**config.mk**
```make
export PLATFORM = sky130hd
export DESIGN_NAME = ucrc_unit_clock_reset_control
export DESIGN_NICKNAME = d
export VERILOG_FILES = /design/src/ucrc_pkg.sv /design/src/ucrc_unit_clock_reset_control.sv
export SDC_FILE = /design/constraint.sdc
export NUM_CORES = 1
export LEC_CHECK = 0
export BUFFER_PORTS_ARGS = -buffer_cell sky130_fd_sc_hd__buf_2
export CAP_MARGIN = 40
export CORE_UTILIZATION = 43
export CTS_CLUSTER_DIAMETER = 40
export CTS_CLUSTER_SIZE = 14
export DETAILED_ROUTE_END_ITERATION = 16
export PLACE_DENSITY = 0.66
export SLEW_MARGIN = 20
export SYNTH_ARGS = -nofsm -noshare
export SYNTH_HDL_FRONTEND = slang
export SYNTH_SLANG_ARGS = --single-unit
export TNS_END_PERCENT = 30
```
**constraint.sdc**
```tcl
create_clock -name core_clk -period 9.85 [get_ports core_clk]
set_input_delay 1.97 -clock core_clk [delete_from_list [all_inputs] [get_ports core_clk]]
set_output_delay 1.97 -clock core_clk [all_outputs]
set_load 0.05 [all_outputs]
```
**src/ucrc_pkg.sv**
```systemverilog
// shared constants and types of the unit clock and reset control block
package ucrc_pkg;

	// register indices as printed; the byte address is four times the index
	localparam logic [31:0] UCRC_IDX_OSC    = 32'h1500_3800;
	localparam logic [31:0] UCRC_IDX_PAR    = 32'h1500_3802;
	localparam logic [31:0] UCRC_IDX_SER    = 32'h1500_3804;
	localparam logic [31:0] UCRC_IDX_USB    = 32'h1500_380C;
	localparam logic [31:0] UCRC_IDX_KBPWM  = 32'h1500_380E;

	// field positions
	localparam int UCRC_OSC_INTERNAL_RESET_BIT_BIT   = 5;
	localparam int UCRC_OSC_DIS_BIT    = 4;
	localparam int UCRC_OSC_CKO_BIT    = 0;
	localparam int UCRC_PAR_USE_BIT    = 2;
	localparam int UCRC_PAR_RST_BIT    = 1;
	localparam int UCRC_PAR_CLK_BIT    = 0;
	localparam int UCRC_SER_RST_BIT    = 1;
	localparam int UCRC_SER_CLK_BIT    = 0;
	localparam int UCRC_USB_CLK_BIT    = 0;
	localparam int UCRC_KB_PWM_CLK_BIT = 4;
	localparam int UCRC_KB_RST_BIT     = 1;
	localparam int UCRC_KB_CLK_BIT     = 0;

	// values after reset
	localparam logic [15:0] UCRC_OSC_RESET   = 16'h0021;
	localparam logic [15:0] UCRC_PAR_RESET   = 16'h0003;
	localparam logic [15:0] UCRC_SER_RESET   = 16'h0003;
	localparam logic [15:0] UCRC_USB_RESET   = 16'h0000;
	localparam logic [15:0] UCRC_KBPWM_RESET = 16'h0013;

	// writable bits of each register; the rest read as zero
	localparam logic [15:0] UCRC_OSC_MASK   = 16'h0031;
	localparam logic [15:0] UCRC_PAR_MASK   = 16'h0007;
	localparam logic [15:0] UCRC_SER_MASK   = 16'h0003;
	localparam logic [15:0] UCRC_USB_MASK   = 16'h0001;
	localparam logic [15:0] UCRC_KBPWM_MASK = 16'h0013;

	// oscillator model: half period in core clock cycles
	localparam int UCRC_OSC_HALF_CYCLES = 1;

	localparam logic [1:0] UCRC_HTRANS_NONSEQ = 2'h2;
	localparam logic       UCRC_HRESP_OKAY    = 1'h0;

	// controls that leave the register file
	typedef struct packed {
		logic internal_reset_bit;
		logic oscillator_disable_bit;
		logic clock_output_control_bit;
	} ucrc_osc_ctrl_type;

	// gated clocks and resets handed to the peripheral controllers
	typedef struct packed {
		logic parallel_clk;
		logic parallel_rst;
		logic parallel_use;
		logic serial_clk;
		logic serial_rst;
		logic usb_clk;
		logic usb_rst;
		logic keyboard_clk;
		logic keyboard_rst;
		logic pwm_clk;
	} ucrc_periph_type;

endpackage

```
**src/ucrc_unit_clock_reset_control.sv**
```systemverilog
// unit clock and reset control: register file, oscillator model and clock gating
`timescale 1ns/1ps
`default_nettype none

module ucrc_unit_clock_reset_control
	import ucrc_pkg::*;
#(
	parameter int OSC_HALF_CYCLES = UCRC_OSC_HALF_CYCLES
) (
	input  wire logic        core_clk,
	input  wire logic        rst,
	input  wire logic        hsel,
	input  wire logic [31:0] haddr,
	input  wire logic [1:0]  htrans,
	input  wire logic        hwrite,
	input  wire logic [2:0]  hsize,
	input  wire logic [31:0] hwdata,
	input  wire logic        hready,
	output var  logic        hreadyout,
	output var  logic        hresp,
	output var  logic [31:0] hrdata,
	input  wire logic        usb_reset_pin_n,
	output var  logic        external_clock_output_pin,
	output var  logic        osc_clk_out,
	output var  logic        internal_reset_out,
	output var  ucrc_periph_type periph_out
);

	localparam int CW = (OSC_HALF_CYCLES > 1) ? $clog2(OSC_HALF_CYCLES) : 1;

	// a half period of zero would leave the phase counter without an end point
	if (OSC_HALF_CYCLES < 1) begin : g_bad_half
		$error("OSC_HALF_CYCLES must be at least 1");
	end

	// byte address of a register from its printed index
	function automatic logic [31:0] reg_addr(input logic [31:0] idx);
		reg_addr = {idx[29:0], 2'h0};
	endfunction

	// masked write of a 16-bit control register
	function automatic logic [15:0] masked(input logic [15:0] d, input logic [15:0] m);
		masked = d & m;
	endfunction

	logic [15:0]       osc_reg;
	logic [15:0]       osc_next;
	logic [15:0]       par_reg;
	logic [15:0]       par_next;
	logic [15:0]       ser_reg;
	logic [15:0]       ser_next;
	logic [15:0]       usb_reg;
	logic [15:0]       usb_next;
	logic [15:0]       kb_reg;
	logic [15:0]       kb_next;
	logic              wr_pend_reg;
	logic [31:0]       wr_addr_reg;
	logic [15:0]       wr_data;
	logic              addr_phase;
	logic [31:0]       rd_value;
	logic              usb_pin_meta_reg;
	logic              usb_pin_sync_reg;
	logic [CW-1:0]     osc_cnt_reg;
	logic              osc_phase_reg;
	logic              osc_phase_next;
	ucrc_osc_ctrl_type ctrl;

	assign addr_phase = hsel & hready & (htrans == UCRC_HTRANS_NONSEQ | htrans == 2'h3);
	assign wr_data    = hwdata[15:0];

	// one driver for the whole struct
	assign ctrl = {osc_reg[UCRC_OSC_INTERNAL_RESET_BIT_BIT], osc_reg[UCRC_OSC_DIS_BIT],
		osc_reg[UCRC_OSC_CKO_BIT]};

	// address phase capture; writes land in the data phase
	always_ff @(posedge core_clk or posedge rst) begin
		if (rst) begin
			wr_pend_reg <= 1'h0;
			wr_addr_reg <= 32'h0000_0000;
		end else begin
			wr_pend_reg <= addr_phase & hwrite;
			wr_addr_reg <= haddr;
		end
	end

	// next values of the registers, including the write in its data phase
	always_comb begin
		osc_next = osc_reg;
		par_next = par_reg;
		ser_next = ser_reg;
		usb_next = usb_reg;
		kb_next  = kb_reg;
		if (wr_pend_reg) begin
			if (wr_addr_reg == reg_addr(UCRC_IDX_OSC)) begin
				osc_next = masked(wr_data, UCRC_OSC_MASK);
			end else if (wr_addr_reg == reg_addr(UCRC_IDX_PAR)) begin
				par_next = masked(wr_data, UCRC_PAR_MASK);
			end else if (wr_addr_reg == reg_addr(UCRC_IDX_SER)) begin
				ser_next = masked(wr_data, UCRC_SER_MASK);
			end else if (wr_addr_reg == reg_addr(UCRC_IDX_USB)) begin
				usb_next = masked(wr_data, UCRC_USB_MASK);
			end else if (wr_addr_reg == reg_addr(UCRC_IDX_KBPWM)) begin
				kb_next = masked(wr_data, UCRC_KBPWM_MASK);
			end
		end
		// the internal reset bit holds the others, not its own register
		if (osc_reg[UCRC_OSC_INTERNAL_RESET_BIT_BIT]) begin
			par_next = UCRC_PAR_RESET;
			ser_next = UCRC_SER_RESET;
			usb_next = UCRC_USB_RESET;
			kb_next  = UCRC_KBPWM_RESET;
		end
	end

	// oscillator register: only the external reset touches it
	always_ff @(posedge core_clk or posedge rst) begin
		if (rst)
			osc_reg <= UCRC_OSC_RESET;
		else
			osc_reg <= osc_next;
	end

	// peripheral control registers
	always_ff @(posedge core_clk or posedge rst) begin
		if (rst) begin
			par_reg <= UCRC_PAR_RESET;
			ser_reg <= UCRC_SER_RESET;
			usb_reg <= UCRC_USB_RESET;
			kb_reg  <= UCRC_KBPWM_RESET;
		end else begin
			par_reg <= par_next;
			ser_reg <= ser_next;
			usb_reg <= usb_next;
			kb_reg  <= kb_next;
		end
	end

	// read data from the next values so a read right after a write sees it
	always_comb begin
		rd_value = 32'h0000_0000;
		if (haddr == reg_addr(UCRC_IDX_OSC)) begin
			rd_value = {16'h0000, osc_next};
		end else if (haddr == reg_addr(UCRC_IDX_PAR)) begin
			rd_value = {16'h0000, par_next};
		end else if (haddr == reg_addr(UCRC_IDX_SER)) begin
			rd_value = {16'h0000, ser_next};
		end else if (haddr == reg_addr(UCRC_IDX_USB)) begin
			rd_value = {16'h0000, usb_next};
		end else if (haddr == reg_addr(UCRC_IDX_KBPWM)) begin
			rd_value = {16'h0000, kb_next};
		end
	end

	// zero wait state slave, always okay; unmapped reads give zero
	always_ff @(posedge core_clk or posedge rst) begin
		if (rst) begin
			hreadyout <= 1'h1;
			hresp     <= UCRC_HRESP_OKAY;
			hrdata    <= 32'h0000_0000;
		end else begin
			hreadyout <= 1'h1;
			hresp     <= UCRC_HRESP_OKAY;
			if (addr_phase & ~hwrite)
				hrdata <= rd_value;
		end
	end

	// usb reset pin comes from outside and is synchronised first
	always_ff @(posedge core_clk or posedge rst) begin
		if (rst) begin
			usb_pin_meta_reg <= 1'h0;
			usb_pin_sync_reg <= 1'h0;
		end else begin
			usb_pin_meta_reg <= usb_reset_pin_n;
			usb_pin_sync_reg <= usb_pin_meta_reg;
		end
	end

	// oscillator model; stopped it rests low so gated clocks stop low
	always_comb begin
		osc_phase_next = osc_phase_reg;
		if (ctrl.oscillator_disable_bit)
			osc_phase_next = 1'h0;
		else if (osc_cnt_reg == CW'(OSC_HALF_CYCLES - 1))
			osc_phase_next = ~osc_phase_reg;
	end

	always_ff @(posedge core_clk or posedge rst) begin
		if (rst) begin
			osc_cnt_reg   <= '0;
			osc_phase_reg <= 1'h0;
		end else begin
			osc_phase_reg <= osc_phase_next;
			if (ctrl.oscillator_disable_bit || osc_cnt_reg == CW'(OSC_HALF_CYCLES - 1))
				osc_cnt_reg <= '0;
			else
				osc_cnt_reg <= osc_cnt_reg + CW'(1);
		end
	end

	// oscillator, pin and internal reset outputs, each straight from a flop
	always_ff @(posedge core_clk or posedge rst) begin
		if (rst) begin
			osc_clk_out               <= 1'h0;
			external_clock_output_pin <= 1'h1;
			internal_reset_out        <= 1'h1;
		end else begin
			osc_clk_out <= osc_phase_next;
			external_clock_output_pin <= ctrl.clock_output_control_bit | osc_phase_next;
			internal_reset_out <= osc_next[UCRC_OSC_INTERNAL_RESET_BIT_BIT];
		end
	end

	// gated clocks and active-high resets; one process owns the packed struct
	always_ff @(posedge core_clk or posedge rst) begin
		if (rst) begin
			periph_out.parallel_clk <= 1'h0;
			periph_out.serial_clk   <= 1'h0;
			periph_out.usb_clk      <= 1'h0;
			periph_out.keyboard_clk <= 1'h0;
			periph_out.pwm_clk      <= 1'h0;
			periph_out.parallel_rst <= 1'h1;
			periph_out.parallel_use <= 1'h0;
			periph_out.serial_rst   <= 1'h1;
			periph_out.usb_rst      <= 1'h1;
			periph_out.keyboard_rst <= 1'h1;
		end else begin
			periph_out.parallel_clk <= osc_phase_next & ~par_next[UCRC_PAR_CLK_BIT];
			periph_out.serial_clk <= osc_phase_next & ~ser_next[UCRC_SER_CLK_BIT];
			periph_out.usb_clk <= osc_phase_next & ~usb_next[UCRC_USB_CLK_BIT]
				& ~ctrl.oscillator_disable_bit;
			periph_out.keyboard_clk <= osc_phase_next & ~kb_next[UCRC_KB_CLK_BIT];
			periph_out.pwm_clk <= osc_phase_next & ~kb_next[UCRC_KB_PWM_CLK_BIT];
			periph_out.parallel_rst <= par_next[UCRC_PAR_RST_BIT];
			periph_out.parallel_use <= par_next[UCRC_PAR_USE_BIT];
			periph_out.serial_rst   <= ser_next[UCRC_SER_RST_BIT];
			// relies on the pin being held low across gate changes
			periph_out.usb_rst      <= ~usb_pin_sync_reg | osc_next[UCRC_OSC_INTERNAL_RESET_BIT_BIT];
			periph_out.keyboard_rst <= kb_next[UCRC_KB_RST_BIT];
		end
	end

endmodule // ucrc_unit_clock_reset_control

`default_nettype wire

```
After elaboration in Yosys (flattened, before gate mapping)
Cells that the tools add are included.
Storage, ports and cells
  word-level logic and storage cells: 93
  bits in registers: 161
Cells by class
  equality and inequality tests: 12
  reductions and logical operators: 1
  bitwise logic cells: 23
  add/sub/neg operators: 1
  mux-type cells: 32
Operators by type and width (count)
  $mux W16: 29
  $eq A32 B31 Y1 const B: 10
  $and A1 B1 Y1: 10
  $not A1 Y1: 10
  $eq A2 B2 Y1 const B: 2
  $mux W1: 3
  $or A1 B1 Y1: 3
  $add A1 B1 Y1 const B: 1
  $logic_or A1 B1 Y1: 1

Depth between registers and ports, before layout
Gate-level depths: netlist of run 1.
  depth after elaboration: 13
  gate-level depth with buffers: 9
  mapped depth without buffers: 7

Worst setup path after synthesis of run 1
Ideal clock, no wire load.
  kind: input -> register
  from: input haddr[12]
  to: register hrdata[1]
  stages on the path: 8
  setup slack: 5.889 ns
  arrival: 3.843 ns
  path buffers: 1
  cells stage by stage: nand4b_1 or3_4 or4_4 or4_1 buf_2 o21bai_1 o211a_1 o21a_1
Between the ends
  word-level cells in the longest chain between the ends: 6
  elaborated cells on any way between the ends: 10
  classes of those cells: 5 x eq/ne; 5 x mux
Ends and longest elaborated chain
  start: declaration: RTL line ucrc_unit_clock_reset_control.sv:13  | input wire logic [31:0] haddr,
  $eq A32 B31 Y1: RTL line ucrc_unit_clock_reset_control.sv:149  | end else if (haddr == reg_addr(UCRC_IDX_KBPWM)) begin
  $mux W16: RTL line ucrc_unit_clock_reset_control.sv:149
  $mux W16: RTL line ucrc_unit_clock_reset_control.sv:147  | end else if (haddr == reg_addr(UCRC_IDX_USB)) begin
  $mux W16: RTL line ucrc_unit_clock_reset_control.sv:145  | end else if (haddr == reg_addr(UCRC_IDX_SER)) begin
  $mux W16: RTL line ucrc_unit_clock_reset_control.sv:143  | end else if (haddr == reg_addr(UCRC_IDX_PAR)) begin
  $mux W16 *: RTL line ucrc_unit_clock_reset_control.sv:141  | if (haddr == reg_addr(UCRC_IDX_OSC)) begin
  end signal: assignment: RTL line ucrc_unit_clock_reset_control.sv:164  | hrdata <= rd_value;
  end: declaration: RTL line ucrc_unit_clock_reset_control.sv:21  | output var logic [31:0] hrdata,
Mark *: on every way between the ends. The rest lies on a longest branch, timed or not.
A chain may end at the register's enable or synchronous reset.

Worst setup path after layout of run 1
Ends and elaborated chain as after synthesis.

==> run_results.csv, run 1 <==
group,metric,value,unit
route,dr_wl_met2,5.186,mm
global_route,overflow,0,
finish,seq_area,3517,um^2
route,drt_pass1_iterations,5,
finish,drive_above_1_share,28.97,%
timing,rsz0062_at_grt,"false",
logic_synthesis,synth_edf_count,0,
outcome,status,"finished clean",
power_and_ir_drop,switchingPower,0.3714,mW
timing,final-setup-viol-count,0,
timing,relSlewSlack,47.92,%
route,vias,3476,
global_route,grt_max_degree,76,
cts,ctsResizeCount,0,
setup_path,cp_num_buf_inv,1,
setup_path,cp_cell_sequence,"buf_2, nand4b_1, or3_4, or4_4, or4_1, o21bai_1, o211a_1, o21a_1",
logic_synthesis,syn_area,5369,um^2
route,wl,11.17,mm
setup_path,crit_slowest_cell,"or4_1",
setup_path,crit_fanout,16,
die,die_h,113.7,um
die,die_w,113.7,um
logic_synthesis,ys_ff_latch,140,
logic_synthesis,synth_top_family_by_area,"simple AND/OR/NAND/NOR gates",
finish,finalNetCount,566,
setup_path,crit_family,"simple AND/OR/NAND/NOR gates",
timing,skew,0.006068,ns
setup_path,arrival,4.41,ns
setup_path,max_stage_delay,0.78,ns
power_and_ir_drop,comb_power_share,12.9,%
cts,cts_setup_buffers,0,
setup_path,crit_path_end_kind,"flip-flop",
logic_synthesis,syn_avg_cell_area,13.09,um^2
run,drv_cap,0,
setup_path,crit_type,"in -> reg",
die,dieArea,12940,um^2
route,top_layer_used,"met4",
timing,hold_viol,0,
die,core.rowCount,40,
finish,areaGrowthSynthToFinish,19.02,%
timing,max_slew.worst_pin.slew,0.7783,ns
logic_synthesis,ys_async_sr_fraction,100.0,%
finish,largest_reg_flops,32,
cts,clockBufferDepth,2,
logic_synthesis,synthFlopType,"dfrtp_1",
timing,fmax,243.3,MHz
power_and_ir_drop,switching_share,27.36,%
logic_synthesis,yosysWarnings,0,
power_and_ir_drop,p_clk_share,41.4,%
global_route,grtUsageTotal,18.75,%
place,dp_hpwl,7.385,mm
power_and_ir_drop,intPower,0.9859,mW
global_route,grt_pass1_wl,18.21,mm
die,core-area,12110,um^2
global_route,antenna_found_initial,0,
setup_path,required,10.15,ns
route,drt-met1-wl,5.314,mm
logic_synthesis,synth_xor_area_share,0.1631,%
cts,ctsHoldBuffers,0,
logic_synthesis,synth_compound_area_share,9.368,%
logic_synthesis,synth_cell_type_count,58,
cts,numCtsBuffers,17,
timing,drv_slew,0,
cts,cts_tree,"yes",
power_and_ir_drop,ir_drop,0.1127,mV
cts,clk_latency,0.41,ns
power_and_ir_drop,p_total,1.357,mW
logic_synthesis,synth_mux_area_share,1.934,%
route,wl_per_cell,16.62,um
logic_synthesis,synth_cells,410,
die,num_io_pins,122,
power_and_ir_drop,pwr-share-seq,45.7,%
route,drc,0,
route,first_iter_violations,283,
cts,cts.htree.levels,4,
route,viasPerCell,5.173,
setup_path,worstSetupStartpointType,"input pin",
timing,tns,0,ns
place,numPortBuffers,72,
logic_synthesis,yosys.area_share.simple,17.73,%
finish,layout_common_cells,"dfrtp_1, buf_2, and2_1, conb_1, clkbuf_16",
finish,final_common_cell,"dfrtp_1",
power_and_ir_drop,leakage,3.049,nW
route,met3_length,514,um
cts,root_buffer,"clkbuf_16",
global_route,grt_pass1_vias,3491,
logic_synthesis,seq_area_frac_synth,65.51,%
power_and_ir_drop,power_density,212.4,nW/um^2
place,routabilityCongestion,0.7820,
logic_synthesis,synthAdderAreaFrac,0,%
worst_hold_path,hp-class,"reg -> reg",
timing,holdWs,0.3539,ns
finish,antenna_cells,0,
timing,post-route-period-util,41.73,%
finish,fill_cells,1049,
finish,multiInputGateArea,1642,um^2
die,start_util,44.33,%
cts,cts_sinks,140,
timing,min_period,4.111,ns
route,antenna_left,0,
cts,clk_pin_slew,0.06,ns
Yosys cell counts (all sizes together) (2+ instances only):
cell    instances  area [um^2]
nor2b          13        81.33
conb            2        7.510
mux2            3        33.78
nor4b           3        38.79
nand4b          2        17.52
buf            30        220.2
nor4           12        108.9
o22ai          15        93.84
clkbuf          8        30.03
a21oi          14        73.82
nor3            5        40.04
nor3b           3        33.78
or2             4        27.53
nand2           9        33.78
a22oi          14        110.1
dfstp          11        289.0
nand4           3        18.77
mux2i           7        70.07
nand3           3        15.01
or4             5        45.04
and3           14        87.58
a21boi          2        15.01
a221o           2        20.02
a221oi         13        113.9
and2           41        256.5
inv             7        26.28
nor2           16        60.06
dfrtp         129         3228
nand2b          3        18.77
layer usage:
layer / up-vias / track usage [%]
met3: 12 / 4.995
li1: 1591 / -
met4: 0 / 6.579
met1: 1771 / 26.43
met5: - / 0
met2: 102 / 28.13
path summary, 6_finish.rpt:
path	startpoint	to	slack, ns	cells past startpoint
worst max-delay path	haddr[12]	hrdata[1]$_DFFE_PP0P_	5.74	8
worst min-delay path	usb_pin_meta_reg$_DFF_PP0_	usb_pin_sync_reg$_DFF_PP0_	0.35	0
worst max register to register	wr_addr_reg[9]$_DFF_PP0_	hrdata[5]$_DFFE_PP0P_	6.90	8
worst min register to register	usb_pin_meta_reg$_DFF_PP0_	usb_pin_sync_reg$_DFF_PP0_	0.35	0
max in group asynchronous	rst	periph_out[3]$_DFF_PP1_	7.17	4
min in group asynchronous	rst	hrdata[11]$_DFFE_PP0P_	1.67	2
layout make-up:
class,instances,share of cell area [%]
Sequential cell,140,55.04
Multi-Input combinational cell,242,25.69
Clock buffer,25,7.597
Timing Repair Buffer,83,7.265
Tap cell,168,3.290
Clock inverter,7,0.6266
Inverter,7,0.4895
cells by family (layout without fill, tap and decap cells):
group	Yosys count	count (layout)
other	2	19
AO/OA/AOI/OAI	69	69
buffers and inverters	45	122
multiplexers	10	10
AND/OR/NAND/NOR	143	143
flip-flops	140	140
XOR/XNOR	1	1
stage by stage:
step	util, %	cells	area [um^2]	worst slack, ns
after global routing	52.76	672	6390	5.664
after CTS	52.15	665	6316	5.677
after detailed placement	47.81	633	5791	5.254
after floorplan	-	427	5433	4.145
final	52.76	672	6390	5.739
after global placement	47.75	632	5783	5.245
power by group through the flow:
stage / combinational, mW / sequential, mW / clock, mW
floorplan: 0.0596 / 0.706 / 0
global placement: 0.174 / 0.630 / 0
detailed placement: 0.176 / 0.631 / 0
CTS: 0.176 / 0.621 / 0.571
global route: 0.186 / 0.623 / 0.597
finish: 0.175 / 0.621 / 0.561
worst reg2reg max path, cell delays in order, from the launching register on:
cell and delay [ns]:
dfrtp_1 0.37, nor4_1 0.47, nand4b_1 0.26, nor4_2 0.36, nor2b_2 0.50, buf_6 0.22
mux2i_1 0.33, inv_1 0.10, o221a_2 0.23
No activity file was read; power rests on OpenSTA's default activity.
==> inputs of run 2 (changes only) <==
--- a/config.mk
+++ b/config.mk
@@ -11,7 +11,7 @@
 export CTS_CLUSTER_DIAMETER = 40
 export CTS_CLUSTER_SIZE = 14
 export DETAILED_ROUTE_END_ITERATION = 16
-export PLACE_DENSITY = 0.66
+export PLACE_DENSITY = 0.68
 export SLEW_MARGIN = 20
 export SYNTH_ARGS = -nofsm -noshare
 export SYNTH_HDL_FRONTEND = slang
==> constraint.sdc (replaced) <==
create_clock -name core_clk -period 3.4 [get_ports core_clk]
set_input_delay 0.68 -clock core_clk [delete_from_list [all_inputs] [get_ports core_clk]]
set_output_delay 0.68 -clock core_clk [all_outputs]
set_load 0.05 [all_outputs]
==> run 2 against run 1 <==
Register-to-register slack lost 6.3 ns. Global-route usage grew 0.17 points. Sequential cell count is the same. Final area grew 2.5%. Power grew to 3.1 times the previous value. Hold slack lost 0.18 ns. Combinational power grew to 2.9 times the previous value. First-iteration DRC count shrank 17%. Core utilization grew 1.3 points.
==> run_results.csv, run 2 (same netlist as run 1, synthesis figures left out) <==
group,metric,value,unit
cts,cts.htree.levels,4,
place,routabilityCongestion,0.7844,
setup_path,worstSetupStartpointType,"flip-flop",
die,dieArea,12940,um^2
timing,tns,0,ns
timing,final-setup-viol-count,0,
route,first_iter_violations,234,
place,placed_cells,646,
cts,cts_tree,"yes",
timing,rsz0062_at_grt,"false",
timing,post-route-period-util,82.16,%
cts,cts_sinks,140,
power_and_ir_drop,power_density,646.6,nW/um^2
setup_path,crit_slowest_cell,"nor4_1",
cts,numCtsBuffers,17,
place,place_worst_setup_slack,0.2595,ns
run,drv_cap,0,
timing,postLayoutSetupSlackWorst,0.6065,ns
setup_path,r2r_slack,0.61,ns
route,drc,0,
setup_path,required,3.70,ns
power_and_ir_drop,leakage,3.134,nW
die,die_h,113.7,um
timing,relSlewSlack,50.65,%
die,core-area,12110,um^2
finish,finalNetCount,574,
route,wl,11.01,mm
setup_path,max_stage_delay,0.48,ns
finish,fin_cells,680,
cts,ctsHoldBuffers,0,
cts,ctsResizeCount,0,
timing,max_slew.worst_pin.slew,0.7375,ns
finish,drive_above_1_share,30.66,%
worst_hold_path,hp-class,"in -> async",
route,viasPerCell,5.054,
timing,fmax,358.0,MHz
finish,layout_common_cells,"dfrtp_1, buf_2, and2_1, conb_1",
finish,areaGrowthSynthToFinish,22.00,%
place,dp_hpwl,7.616,mm
timing,hold_viol,0,
route,vias,3437,
setup_path,crit_type,"reg -> reg",
die,die_w,113.7,um
global_route,grt_pass1_wl,18.20,mm
setup_path,cp_cell_sequence,"nor4_1, nand4b_1, nor4_2, nor2b_1, mux2i_1, inv_1, o221a_2",
finish,final_common_cell,"dfrtp_1",
power_and_ir_drop,ir_drop,0.3779,mV
timing,skew,0.005752,ns
global_route,grtUsageTotal,18.92,%
setup_path,arrival,3.10,ns
route,wl_per_cell,16.20,um
setup_path,crit_fanout,4,
cts,clk_pin_slew,0.06,ns
outcome,status,"finished clean",
finish,antenna_cells,0,
cts,clk_latency,0.42,ns
cts,root_buffer,"clkbuf_16",
global_route,overflow,0,
route,drt_pass1_iterations,5,
timing,min_period,2.794,ns
global_route,grt_pass1_vias,3616,
place,numPortBuffers,72,
finish,largest_reg_flops,32,
die,num_io_pins,122,
cts,cts_setup_buffers,0,
setup_path,crit_path_end_kind,"flip-flop",
global_route,antenna_found_initial,0,
power_and_ir_drop,p_total,4.235,mW
die,core.rowCount,40,
timing,holdWs,0.1718,ns
cts,clockBufferDepth,2,
global_route,grt_max_degree,45,
die,start_util,44.33,%
finish,fill_cells,1053,
timing,drv_slew,0,
route,antenna_left,0,
[run 2: power by group]
| group | switching, mW | internal (mW) | total [mW] |
|---|---|---|---|
| clock network | 0.670 | 1.26 | 1.93 |
| logic | 0.392 | 0.119 | 0.511 |
| registers | 0.0392 | 1.76 | 1.80 |
[run 2: metal layers]
| metal | vias to the layer above | global-route usage [%] | part of all wire, % |
|---|---|---|---|
| met5 | - | 0 | 0 |
| met4 | 0 | 8.333 | 1.1 |
| met3 | 11 | 5.313 | 3.7 |
| met2 | 76 | 28.37 | 47 |
| met1 | 1739 | 25.80 | 48 |
| li1 | 1611 | - | - |
[run 2: critical path, delay by kind of cell, from the launching register on]
kind / cells / cell delay (ns)
AND/OR/NAND/NOR: 4 / 1.57
multiplexers: 1 / 0.40
flip-flops: 1 / 0.37
AO/OA/AOI/OAI: 1 / 0.24
buffers and inverters: 1 / 0.11
[run 2: area by class of cell]
cell class	count	area, um^2	area share, %
clock buffers	20	456.7	6.972
repair buffers	91	528.0	8.061
clock inverters	12	168.9	2.579
well taps	168	210.2	3.209
inverters	7	30.03	0.4585
multi-input cells	242	1639	25.02
flip-flops and latches	140	3517	53.70
[run 2: path summary, 6_finish.rpt]
| check | startpoint | endpoint | depth (start not counted) |
|---|---|---|---|
| min in group core_clk | usb_pin_meta_reg$_DFF_PP0_ | usb_pin_sync_reg$_DFF_PP0_ | 0 |
| worst max register to register | wr_addr_reg[9]$_DFF_PP0_ | hrdata[5]$_DFFE_PP0P_ | 7 |
| worst max-delay path | wr_addr_reg[9]$_DFF_PP0_ | hrdata[5]$_DFFE_PP0P_ | 7 |
| worst min register to register | usb_pin_meta_reg$_DFF_PP0_ | usb_pin_sync_reg$_DFF_PP0_ | 0 |
| worst min-delay path | rst | ser_reg[10]$_DFF_PP0_ | 2 |
| max in group asynchronous | rst | par_reg[0]$_DFF_PP1_ | 4 |
[run 2: stage by stage]
stage / utilization, % / area, um^2
after floorplan: - / 5436
after global placement: 48.69 / 5897
after detailed placement: 48.69 / 5897
after CTS: 53.85 / 6523
after global routing: 54.08 / 6550
final: 54.08 / 6550
==> inputs of run 3 (changes only) <==
==> constraint.sdc (replaced) <==
create_clock -name core_clk -period 2.54 [get_ports core_clk]
set_input_delay 0.508 -clock core_clk [delete_from_list [all_inputs] [get_ports core_clk]]
set_output_delay 0.508 -clock core_clk [all_outputs]
set_load 0.05 [all_outputs]
==> run 3 against run 2 <==
Cell count increased by 2.5%. Critical path depth increased by 1. Count of clock-buffer cells in the layout increased by 1. Hold slack improved by 0.015 ns. Routed wire length increased by 3.1%. Worst setup slack got worse by 0.47 ns. Clock skew about the same. Clock power increased by 62%. Final area increased by 4.8%. Power increased by 47%. Global-route usage increased by 0.90 points. Critical endpoint is now hrdata[15]$_DFFE_PP0P_. Largest power group unchanged.
==> run_results.csv, run 3 (same netlist as run 1, synthesis figures left out) <==
group,metric,value,unit
outcome,status,"finished clean",
setup_path,crit_fanout,13,
cts,root_buffer,"clkbuf_16",
setup_path,max_stage_delay,0.42,ns
setup_path,crit_family,"simple AND/OR/NAND/NOR gates",
global_route,grt_pass1_vias,3779,
die,die_h,113.7,um
setup_path,cpMostUsedCell,"buf_4",
finish,antenna_cells,0,
finish,finalInstanceArea,6864,um^2
timing,fmax,415.6,MHz
timing,holdWs,0.1868,ns
timing,skew,0.006248,ns
finish,layout_common_cells,"dfrtp_1, buf_2, and2_1, buf_4, conb_1",
place,routabilityCongestion,0.8001,
setup_path,crit_path_end_kind,"flip-flop",
cts,numCtsBuffers,17,
route,viasPerCell,5.083,
global_route,grt_pass1_wl,19.15,mm
timing,post-route-period-util,94.74,%
timing,min_period,2.406,ns
cts,cts.htree.levels,4,
place,placed_cell_area,6065,um^2
die,dieArea,12940,um^2
route,drc,0,
run,drv_cap,0,
timing,drv_slew,0,
global_route,overflow,0,
place,numPortBuffers,72,
setup_path,reg2reg_depth,8,
timing,final-setup-viol-count,0,
global_route,grtUsageTotal,19.81,%
place,dp_hpwl,7.779,mm
cts,ctsHoldBuffers,0,
die,num_io_pins,122,
setup_path,r2r_slack,0.13,ns
cts,cts_tree,"yes",
setup_path,cp_num_buf_inv,2,
finish,largest_reg_flops,32,
die,start_util,44.33,%
setup_path,r2r_start,"wr_addr_reg[24]$_DFF_PP0_",
finish,drive_above_1_share,33.84,%
die,core.rowCount,40,
die,die_w,113.7,um
setup_path,cp_cell_sequence,"nor4b_2, nand3_1, buf_4, nor4_2, nor3_2, buf_4, a221oi_1, a21oi_1",
finish,multiInputGateArea,1684,um^2
power_and_ir_drop,leakage,3.309,nW
global_route,grt_max_degree,52,
global_route,antenna_found_initial,0,
finish,seq_area,3517,um^2
timing,relSlewSlack,47.48,%
timing,tns,0,ns
setup_path,crit_cells,8,
route,first_iter_violations,151,
worst_hold_path,hp-class,"in -> async",
finish,finalNetCount,591,
cts,clk_pin_slew,0.06,ns
setup_path,crit_type,"reg -> reg",
route,vias,3543,
route,wl,11.35,mm
route,wl_per_cell,16.29,um
cts,clk_latency,0.42,ns
finish,fin_util,56.67,%
finish,fill_cells,1006,
power_and_ir_drop,power_density,905.3,nW/um^2
setup_path,required,2.82,ns
setup_path,worstReg2RegEnd,"hrdata[15]$_DFFE_PP0P_",
finish,final_common_cell,"dfrtp_1",
die,core-area,12110,um^2
setup_path,worstSetupStartpointType,"flip-flop",
setup_path,crit_slowest_cell,"a221oi_1",
finish,areaGrowthSynthToFinish,27.85,%
cts,clockBufferDepth,2,
setup_path,arrival,2.68,ns
power_and_ir_drop,ir_drop,0.6527,mV
route,drt_pass1_iterations,4,
cts,cts_sinks,140,
route,antenna_left,0,
timing,max_slew.worst_pin.slew,0.7849,ns
timing,hold_viol,0,
[run 3: cell types whose count changed in the layout (fill, tap and decap cells not counted), sizes merged]
cell | previous run | this run
buf | 91 | 108
bufinv | 4 | 9
clkbuf | 20 | 21
clkinv | 6 | 2
clkinvlp | 3 | 1
[run 3: metrics by stage]
stage / total power [mW] / instances / worst slack [ns]
floorplan: 2.968 / 427 / 0.04067
global placement: 3.126 / 665 / -0.1978
detailed placement: 3.139 / 665 / -0.2785
CTS: 6.267 / 697 / 0.07055
global route: 6.425 / 697 / -0.01284
finish: 6.214 / 697 / 0.1336
[run 3: worst max-delay path by stage]
stage,from,to
2_1_floorplan,haddr[12],hrdata[1]$_DFFE_PP0P_
3_3_place_gp,haddr[12],hrdata[3]$_DFFE_PP0P_
3_5_place_dp,haddr[12],hrdata[15]$_DFFE_PP0P_
4_1_cts,wr_addr_reg[20]$_DFF_PP0_,hrdata[4]$_DFFE_PP0P_
5_1_grt,haddr[17],hrdata[15]$_DFFE_PP0P_
6_report,wr_addr_reg[24]$_DFF_PP0_,hrdata[15]$_DFFE_PP0P_
[run 3: final cells by class]
cell class	count	share of cell area [%]
Multi-Input combinational cell	242	24.54
Clock buffer	21	6.854
Inverter	7	0.4375
Tap cell	168	3.062
Timing Repair Buffer	108	9.734
Sequential cell	140	51.24
Clock inverter	11	4.138
[run 3: report_power, final]
group          internal (mW)  total (mW)  switching [mW]
Combinational          0.162       0.691           0.529
Clock                   2.22        3.12           0.900
Sequential              2.35        2.41          0.0542
[run 3: what timing repair did]
| action | in CTS | in global routing |
|---|---|---|
| setup buffers | 0 | 0 |
| setup endpoints to repair | 0 | 16 |
| resized for setup | 0 | 7 |
| endpoints found under the hold margin | 0 | 0 |
[run 3: worst register-to-register path: cells and delay by family (launching register included)]
kind | cells | cell delay [ns]
flops | 1 | 0.38
compound gates | 2 | 0.56
simple gates | 4 | 0.93
buf+inv | 2 | 0.40
[run 3: per-layer routing]
layer  up-vias  wire length [um]  GRT usage [%]  part of all wire [%]
li1       1641                 -              -                     -
met1      1792              5210          26.41                    46
met2        92              5403          30.73                    48
met3        18               534          5.154                   4.7
met4         0               204          8.684                   1.8
met5         -                 0              0                     0
